**config.mk**
```make
export PLATFORM = sky130hd
export DESIGN_NAME = acsp_top
export DESIGN_NICKNAME = d
export VERILOG_FILES = /design/src/hdl/acsp_pkg.sv /design/src/hdl/acsp_sync.sv /design/src/hdl/acsp_top.sv
export SDC_FILE = /design/constraint.sdc
export NUM_CORES = 2
export LEC_CHECK = 0
export ABC_CLOCK_PERIOD_IN_PS = 4050
export BUFFER_PORTS_ARGS = -buffer_cell sky130_fd_sc_hd__buf_2
export CAP_MARGIN = 20
export CELL_PAD_IN_SITES_DETAIL_PLACEMENT = 1
export CELL_PAD_IN_SITES_GLOBAL_PLACEMENT = 1
export CORE_UTILIZATION = 55
export CTS_CLUSTER_DIAMETER = 60
export DETAILED_ROUTE_END_ITERATION = 6
export PLACE_DENSITY_LB_ADDON = 0.1
export SYNTH_ARGS = -nofsm -noshare
export SYNTH_HDL_FRONTEND = slang
export SYNTH_SLANG_ARGS = --single-unit
```
**constraint.sdc**
```tcl
create_clock -name core_clk -period 4.05 [get_ports core_clk]
set_clock_uncertainty 0.1 [all_clocks]
set_input_delay 0.6075 -clock core_clk [delete_from_list [all_inputs] [get_ports core_clk]]
set_output_delay 0.6075 -clock core_clk [all_outputs]
set_load 0.01 [all_outputs]
```
**src/hdl/acsp_pkg.sv**
```systemverilog
// constants shared by the configuration serial port
package acsp_pkg;

	// ************************************************************
	// word layout
	// ************************************************************
	localparam int unsigned WORD_BITS  = 16;
	localparam int unsigned ADDR_BITS  = 8;
	localparam int unsigned DATA_BITS  = 8;
	localparam logic [3:0]  LAST_BIT   = 4'hf;
	localparam logic [3:0]  ADDR_DONE  = 4'h7;

	// ************************************************************
	// control register at address zero
	// ************************************************************
	localparam logic [7:0]  CTRL_ADDR      = 8'h00;
	localparam int unsigned READOUT_BIT    = 0;
	localparam int unsigned SOFT_RESET_BIT = 1;
	localparam logic [7:0]  REG_RESET_VAL  = 8'h00;

	// ************************************************************
	// four-level select pin codes from the level comparator
	// ************************************************************
	localparam logic [1:0]  SEL_LVL_GND      = 2'h0;
	localparam logic [1:0]  SEL_LVL_3_8      = 2'h1;
	localparam logic [1:0]  SEL_LVL_5_8      = 2'h2;
	localparam logic [1:0]  SEL_LVL_FULL     = 2'h3;

	// ************************************************************
	// timing
	// ************************************************************
	localparam int unsigned CORE_CLK_MHZ     = 125;
	localparam int unsigned SCLK_MAX_MHZ     = 20;
	localparam int unsigned SYNC_STAGES      = 2;

endpackage : acsp_pkg

```
**src/hdl/acsp_sync.sv**
```systemverilog
// two flip-flop synchroniser for a group of pin inputs
`timescale 1ns/100ps
`default_nettype none

module acsp_sync #(
	parameter int unsigned WIDTH = 1
) (
	input  wire logic             core_clk,
	input  wire logic             reset_n,
	input  wire logic [WIDTH-1:0] async_in,
	output logic      [WIDTH-1:0] sync_out
);

	logic [WIDTH-1:0] meta_q;
	logic [WIDTH-1:0] meta_d;
	logic [WIDTH-1:0] sync_q;
	logic [WIDTH-1:0] sync_d;

	// first stage feeds only the second stage
	always_comb
	begin
		meta_d = async_in;
		sync_d = meta_q;
	end

	// register both stages
	always_ff @(posedge core_clk)
	begin
		if (!reset_n)
		begin
			meta_q <= '0;
			sync_q <= '0;
		end
		else
		begin
			meta_q <= meta_d;
			sync_q <= sync_d;
		end
	end

	assign sync_out = sync_q;

endmodule : acsp_sync

`default_nettype wire

```
**src/hdl/acsp_top.sv**
```systemverilog
// configuration serial port with parallel strap decode
// Overview of operation
// - parallel mode: shift-clock pin level selects low-speed
// - select pin four levels pick format, interface
// - power pins: normal, power-down, A standby
// - all power pins high: multiplexed output mode
// - shift bits only while select low, falling edge
// - every sixteenth falling edge commits the word
// - trailing partial word bits are discarded
// - several words per frame, each a write
// - first byte address, second byte data
// - shift clock up to 20 MHz, each phase longer than one 125 MHz core cycle
// - software reset bit clears all, self-clears
// - readback bit set blocks register writes except to address 0
// - readback shifts addressed register data out
// - clearing readback bit re-enables writes
// - serial output tristated while readback off
// - software reset is bit 1, address 0
// - readback enable is bit 0, address 0
// - all registers reset to zero
// - reset pin high: parallel; low: serial
`timescale 1ns/100ps
`default_nettype none

module acsp_top #(
	parameter int unsigned NUM_REGS = 256
) (
	input  wire logic       core_clk,
	input  wire logic       reset_n,
	input  wire logic       serial_clk_pin,
	input  wire logic       serial_select_n,
	input  wire logic       serial_in_line,
	input  wire logic [1:0] select_level,
	input  wire logic       hw_reset_pin,
	input  wire logic       power_mode_pin_1,
	input  wire logic       power_mode_pin_2,
	input  wire logic       power_mode_pin_3,
	input  wire logic [7:0] cfg_rd_addr,
	output logic      [7:0] cfg_rd_data,
	output logic            serial_out_line,
	output logic            serial_out_oe_n,
	output logic            parallel_mode,
	output logic            low_speed_mode,
	output logic            twos_complement,
	output logic            lvds_output,
	output logic            global_power_down,
	output logic            chan_a_standby,
	output logic            mux_mode,
	output logic            power_mode_unavailable,
	output logic            readout_enable,
	output logic            write_strobe
);

	// ************************************************************
	// pin synchronisers
	// ************************************************************
	logic [8:0] pins_async;
	logic [8:0] pins_sync;
	logic       sclk_s;
	logic       sel_n_s;
	logic       serial_in_line_s;
	logic       rst_pin_s;
	logic [2:0] pwr_s;
	logic [1:0] lvl_s;

	assign pins_async = {select_level, power_mode_pin_3, power_mode_pin_2, power_mode_pin_1,
	                     hw_reset_pin, serial_in_line, serial_select_n, serial_clk_pin};

	acsp_sync #(
		.WIDTH (9)
	) u_sync (
		.core_clk (core_clk),
		.reset_n  (reset_n),
		.async_in (pins_async),
		.sync_out (pins_sync)
	);

	assign sclk_s    = pins_sync[0];
	assign sel_n_s   = pins_sync[1];
	assign serial_in_line_s   = pins_sync[2];
	assign rst_pin_s = pins_sync[3];
	assign pwr_s     = pins_sync[6:4];
	assign lvl_s     = pins_sync[8:7];

	// ************************************************************
	// shift-clock edge detection and frame state
	// ************************************************************
	logic [7:0]  regs_q [NUM_REGS];
	logic        sclk_prev_q;
	logic        sclk_prev_d;
	logic [3:0]  bit_cnt_q;
	logic [3:0]  bit_cnt_d;
	logic [14:0] shift_q;
	logic [14:0] shift_d;
	logic [7:0]  out_sh_q;
	logic [7:0]  out_sh_d;
	logic        sclk_fall;
	logic [15:0] word;
	logic        commit;
	logic        wr_allow;
	logic        soft_rst;
	logic        clear_all;
	logic [7:0]  rd_addr_word;

	// a falling edge seen on the synchronised clock, sampled at 125 MHz
	assign sclk_fall = sclk_prev_q && !sclk_s;
	assign word      = {shift_q, serial_in_line_s};
	assign commit    = sclk_fall && !sel_n_s && (bit_cnt_q == acsp_pkg::LAST_BIT);
	assign rd_addr_word = {shift_q[6:0], serial_in_line_s};

	// next values of the serial shifter
	always_comb
	begin
		sclk_prev_d = sclk_s;
		bit_cnt_d   = bit_cnt_q;
		shift_d     = shift_q;
		out_sh_d    = out_sh_q;
		if (sel_n_s)
		begin
			bit_cnt_d = 4'h0;
		end
		else if (sclk_fall)
		begin
			shift_d   = {shift_q[13:0], serial_in_line_s};
			bit_cnt_d = bit_cnt_q + 4'h1;
			if (bit_cnt_q == acsp_pkg::ADDR_DONE)
			begin
				out_sh_d = regs_q[rd_addr_word];
			end
			else
			begin
				out_sh_d = {out_sh_q[6:0], 1'b0};
			end
		end
	end

	// register the shifter
	always_ff @(posedge core_clk)
	begin
		if (!reset_n)
		begin
			sclk_prev_q <= 1'b0;
			bit_cnt_q   <= 4'h0;
			shift_q     <= 15'h0000;
			out_sh_q    <= 8'h00;
		end
		else
		begin
			sclk_prev_q <= sclk_prev_d;
			bit_cnt_q   <= bit_cnt_d;
			shift_q     <= shift_d;
			out_sh_q    <= out_sh_d;
		end
	end

	// ************************************************************
	// register file
	// ************************************************************
	// writes blocked in readback except to the control register
	assign wr_allow = !readout_enable || (word[15:8] == acsp_pkg::CTRL_ADDR);
	assign soft_rst = commit && wr_allow && (word[15:8] == acsp_pkg::CTRL_ADDR)
	                  && word[acsp_pkg::SOFT_RESET_BIT];
	// hardware pin, core reset or software bit all clear the map
	assign clear_all = rst_pin_s || soft_rst;

	always_ff @(posedge core_clk)
	begin
		if (!reset_n || clear_all)
		begin
			for (int i = 0; i < NUM_REGS; i++)
			begin
				regs_q[i] <= acsp_pkg::REG_RESET_VAL;
			end
		end
		else if (commit && wr_allow)
		begin
			regs_q[word[15:8]] <= word[7:0];
		end
	end

	// core-side read port and write pulse
	logic [7:0] rd_data_q;
	logic [7:0] rd_data_d;
	logic       wr_stb_q;
	logic       wr_stb_d;

	always_comb
	begin
		rd_data_d = regs_q[cfg_rd_addr];
		wr_stb_d  = commit && wr_allow && !rst_pin_s;
	end

	always_ff @(posedge core_clk)
	begin
		if (!reset_n)
		begin
			rd_data_q <= 8'h00;
			wr_stb_q  <= 1'b0;
		end
		else
		begin
			rd_data_q <= rd_data_d;
			wr_stb_q  <= wr_stb_d;
		end
	end

	assign cfg_rd_data    = rd_data_q;
	assign write_strobe   = wr_stb_q;
	assign readout_enable = regs_q[acsp_pkg::CTRL_ADDR][acsp_pkg::READOUT_BIT];

	// ************************************************************
	// serial output pin
	// ************************************************************
	logic sdo_q;
	logic sdo_d;
	logic oe_n_q;
	logic oe_n_d;

	// drive only in readback, high impedance otherwise
	always_comb
	begin
		sdo_d  = readout_enable ? out_sh_q[7] : 1'b0;
		oe_n_d = !readout_enable;
	end

	always_ff @(posedge core_clk)
	begin
		if (!reset_n)
		begin
			sdo_q  <= 1'b0;
			oe_n_q <= 1'b1;
		end
		else
		begin
			sdo_q  <= sdo_d;
			oe_n_q <= oe_n_d;
		end
	end

	assign serial_out_line = sdo_q;
	assign serial_out_oe_n = oe_n_q;

	// ************************************************************
	// parallel strap decode
	// ************************************************************
	logic [7:0] strap_q;
	logic [7:0] strap_d;

	always_comb
	begin
		strap_d    = 8'h00;
		strap_d[0] = rst_pin_s;
		strap_d[1] = rst_pin_s && sclk_s;
		case (lvl_s)
			acsp_pkg::SEL_LVL_GND:  strap_d[3:2] = 2'b01;
			acsp_pkg::SEL_LVL_3_8:  strap_d[3:2] = 2'b00;
			acsp_pkg::SEL_LVL_5_8:  strap_d[3:2] = 2'b10;
			acsp_pkg::SEL_LVL_FULL: strap_d[3:2] = 2'b11;
			default:                strap_d[3:2] = 2'b01;
		endcase
		case (pwr_s) // {pin3, pin2, pin1}
			3'b000:  strap_d[7:4] = 4'h0;
			3'b001:  strap_d[7:4] = 4'h1;
			3'b101:  strap_d[7:4] = 4'h2;
			3'b111:  strap_d[7:4] = 4'h4;
			default: strap_d[7:4] = 4'h8;
		endcase
	end

	always_ff @(posedge core_clk)
	begin
		if (!reset_n)
		begin
			strap_q <= 8'h00;
		end
		else
		begin
			strap_q <= strap_d;
		end
	end

	assign parallel_mode          = strap_q[0];
	assign low_speed_mode         = strap_q[1];
	assign twos_complement        = strap_q[2];
	assign lvds_output            = strap_q[3];
	assign global_power_down      = strap_q[4];
	assign chan_a_standby         = strap_q[5];
	assign mux_mode               = strap_q[6];
	assign power_mode_unavailable = strap_q[7];

endmodule : acsp_top

`default_nettype wire

```
==> results.md <==
* Status: completed
* Clock transition at the registers of the reported paths at 0.06 ns
* First-pass GRT wire length at 633 mm
* FF-to-FF Start: shift_q[3]$_SDFFE_PN0P_
* Post-route setup TNS at 0 ns
* Met3 Use GR at 0.129
* NumNets Final at 7910
* Synth warn at 0
* Total GRT Usage at 0.440
* Gp weighted congestion at 0.986
* Pleak at 44.2 nW
* Tightest Pin Transition at 1.18 ns
* Setup slack at placement at 0.00650 ns
* Post-synthesis cell area at 112000 um^2
* Cells after Synth at 7820
* Crit end category: register
* Max-cap viol count at 0
* Count of final setup violators at 0
* Number of synthesized flops with an enable pin at 2048
* Worst-case clock buffer depth at 3
* Flop2flop setup slack at 0.14 ns
* Via count at 81900
* Final worst slack at 0.142 ns
* Final ANT Viol Nets at 0
* Arrival @ worst endpoint at 4.58 ns
* Fraction of layout instances using a drive strength above 1 at 0.294
* Fin crit share at 0.965
* Die span in y at 454 um
* Hold Path Origin: cfg_rd_addr[7]
* Area grow syn2layout at 12.8%
* CTS tree: yes
* H-tree levels at 4
* Congestion Overflow GR at 0
* Largest net degree at the start of global routing at 115
* Total clock sinks at 2113
* CTS Root Cell: clkbuf_16
* Die area at 206000 um^2
* Peak supply drop at 0.489 mV
* Seq/Total Area, Yosys at 0.559
* Synthesized Nets at 7842
* Wirelength per Cell at 41.9 um
* Antenna violations before repair at 42
* Residual DRC at 0
* Final hold vios at 0
* Hold Buf Count CTS at 9
* Detailed Route WL at 452 mm
* Min-delay worst type: in -> reg
* Starting Density at 0.555
* Vias in the first global route at 81000
* I/O Pins at 39
* Data required, critical path at 4.72 ns
* CP startpoint: shift_q[3]$_SDFFE_PN0P_
* Core Box Area at 203000 um^2
* Flops & latches, synth at 2113
* Synth Flop Type: edfxtp_1
* CTS buffer count at 227
* Max frequency at 0.256 GHz
* Via density per instance at 7.60
* GR peak layer: met2
* Relative slew margins at 0.212
* Starting DRT DRC Count at 13500
* Final core utilization at 0.626
* RSZ-0062 raised after global routing: false
* Post-Syn Area per Cell at 14.4 um^2
* Met2 Use GR at 0.656
* Post_cts resized at 0
* Post-synth ARST share at 0
* Post-CTS Setup Inserts at 0
* Met1 GRT Util at 0.590
* First-pass DRT Iterations at 6
* Clk_lat worst skew at 0.90 ns
* Final Critical Period at 3.91 ns
* Final max-slew violation count at 0
* CP max FO at 15
* Worst setup path category: reg -> reg
* Total Power at 51.7 mW
* Die width at 454 um
* Distinct cells, synth at 67
* Startpoint types: register
* Power per cell area at 407 nW/um^2
* Row cnt at 165
* DP HPWL at 316 mm
* Port bufs at 38
* Worst hold slack at 0.167 ns
-- through the flow --
stage	area, um^2	std cells
after global placement	119000	10300
after detailed placement	119000	10300
after global routing	127000	10800
final	127000	10800
after floorplan	112000	7820
after CTS	127000	10800
-- metal layers --
metal / vias to the layer above / wire, um
li1: 31000 / -
met1: 42900 / 159000
met2: 6701 / 203000
met3: 1205 / 61900
met4: 28 / 27200
met5: - / 188
-- state kept, by name, indices dropped and copies added (netlist names) --
| signal | flops |
|---|---|
| bit_cnt_q | 4 |
| cfg_rd_data | 8 |
| out_sh_q | 8 |
| regs_q | 2048 |
| sclk_prev_q | 1 |
| serial_out_line | 1 |
| serial_out_oe_n | 1 |
| shift_q | 15 |
| strap_q | 8 |
| u_sync.meta_q | 9 |
| u_sync.sync_out | 9 |
| write_strobe | 1 |
-- report_power, final --
group          switching, mW  internal [mW]
clock                   9.38           12.1
sequential             0.713           24.9
combinational           2.51           2.01
total                   12.6           39.1
-- cells in the final DEF (no fill, tap or decap), types with 10 or more instances in the layout --
master	Yosys	final
edfxtp_1	2048	2048
mux4_2	1111	1111
nor3_1	741	735
buf_4	33	641
and2_1	625	624
nor2_1	502	489
and3_1	469	468
nand2_1	369	348
clkbuf_16	0	230
o21ai_0	207	207
mux2i_1	159	159
buf_12	0	93
dfxtp_1	65	57
mux2_2	55	55
o22ai_1	55	55
o221ai_1	51	51
nand3_1	52	46
clkinv_2	0	45
a21oi_1	40	40
clkbuf_1	674	39
clkinv_1	1	35
buf_2	163	35
a22oi_1	31	31
a211oi_1	27	27
nor4_1	28	26
nor2b_1	30	25
bufinv_16	0	25
nand2b_1	26	24
diode_2	0	23
a31oi_1	20	20
clkinvlp_4	0	19
a21boi_0	16	16
nand2_2	0	15
a221oi_1	14	14
inv_6	0	13
o2111ai_1	11	11
nand4_1	10	10
-- worst max-delay path, cell delays in order, from the launching register on --
cell and delay [ns]:
dfxtp_4 0.56, nor2b_1 0.77, nand2_1 0.57, a211oi_1 0.74, a311oi_1 0.27, o211a_1 0.35, nor4_1 0.33, nor2_1 0.07
-- final timing paths --
| path | endpoint | cells after the start |
|---|---|---|
| setup / recovery | out_sh_q[4]$_SDFFE_PN0P_ | 7 |
| hold / removal | cfg_rd_data[1]$_SDFF_PN0_ | 3 |
| setup reg to reg | out_sh_q[4]$_SDFFE_PN0P_ | 7 |
| hold reg to reg | u_sync.sync_out[4]$_SDFF_PN0_ | 1 |
-- final cells by class --
class | instances | area (um^2)
antenna | 23 | 57.6
clock buffer | 276 | 6000
clock inverter | 147 | 1490
fill | 18300 | 75900
inverter | 9 | 63.8
multi-input combinational | 4753 | 46000
sequential | 2113 | 62800
tap | 2672 | 3340
timing repair buffer | 784 | 7040
-- cells in the mapped netlist, types with 11 or more instances --
master,n,area [um^2]
edfxtp_1,2048,61500
nor2b_1,30,188
nor2_1,502,1880
o21ai_0,207,1040
nand2_1,369,1390
nor4_1,28,175
a31oi_1,20,125
mux4_2,1111,25000
o221ai_1,51,447
buf_2,163,816
and3_1,469,2930
o22ai_1,55,344
o2111ai_1,11,96.3
nand3_1,52,260
dfxtp_1,65,1300
nor3_1,741,3710
and2_1,625,3910
clkbuf_1,674,2530
buf_4,33,248
mux2_2,55,619
mux2i_1,159,1590
a21boi_0,16,120
a221oi_1,14,123
buf_1,73,274
a22oi_1,31,233
a211oi_1,27,203
nand2b_1,26,163
a21oi_1,40,200
-- kinds of logic (layout without fill, tap and decap cells) --
logic type	count (synthesis)	after routing	share of synthesized area
AOI/OAI and AO/OA	540	540	0.0312
xor gates and xnor gates	3	3	0.000234
adders and majority gates	3	3	0.000334
buffers and inverters	954	1216	0.0348
DFF	2113	2113	0.559
muxes	1325	1325	0.242
other	1	24	0.0000334
and+or+nand+nor	2881	2881	0.133
No activity file was read; power rests on OpenSTA's default activity.
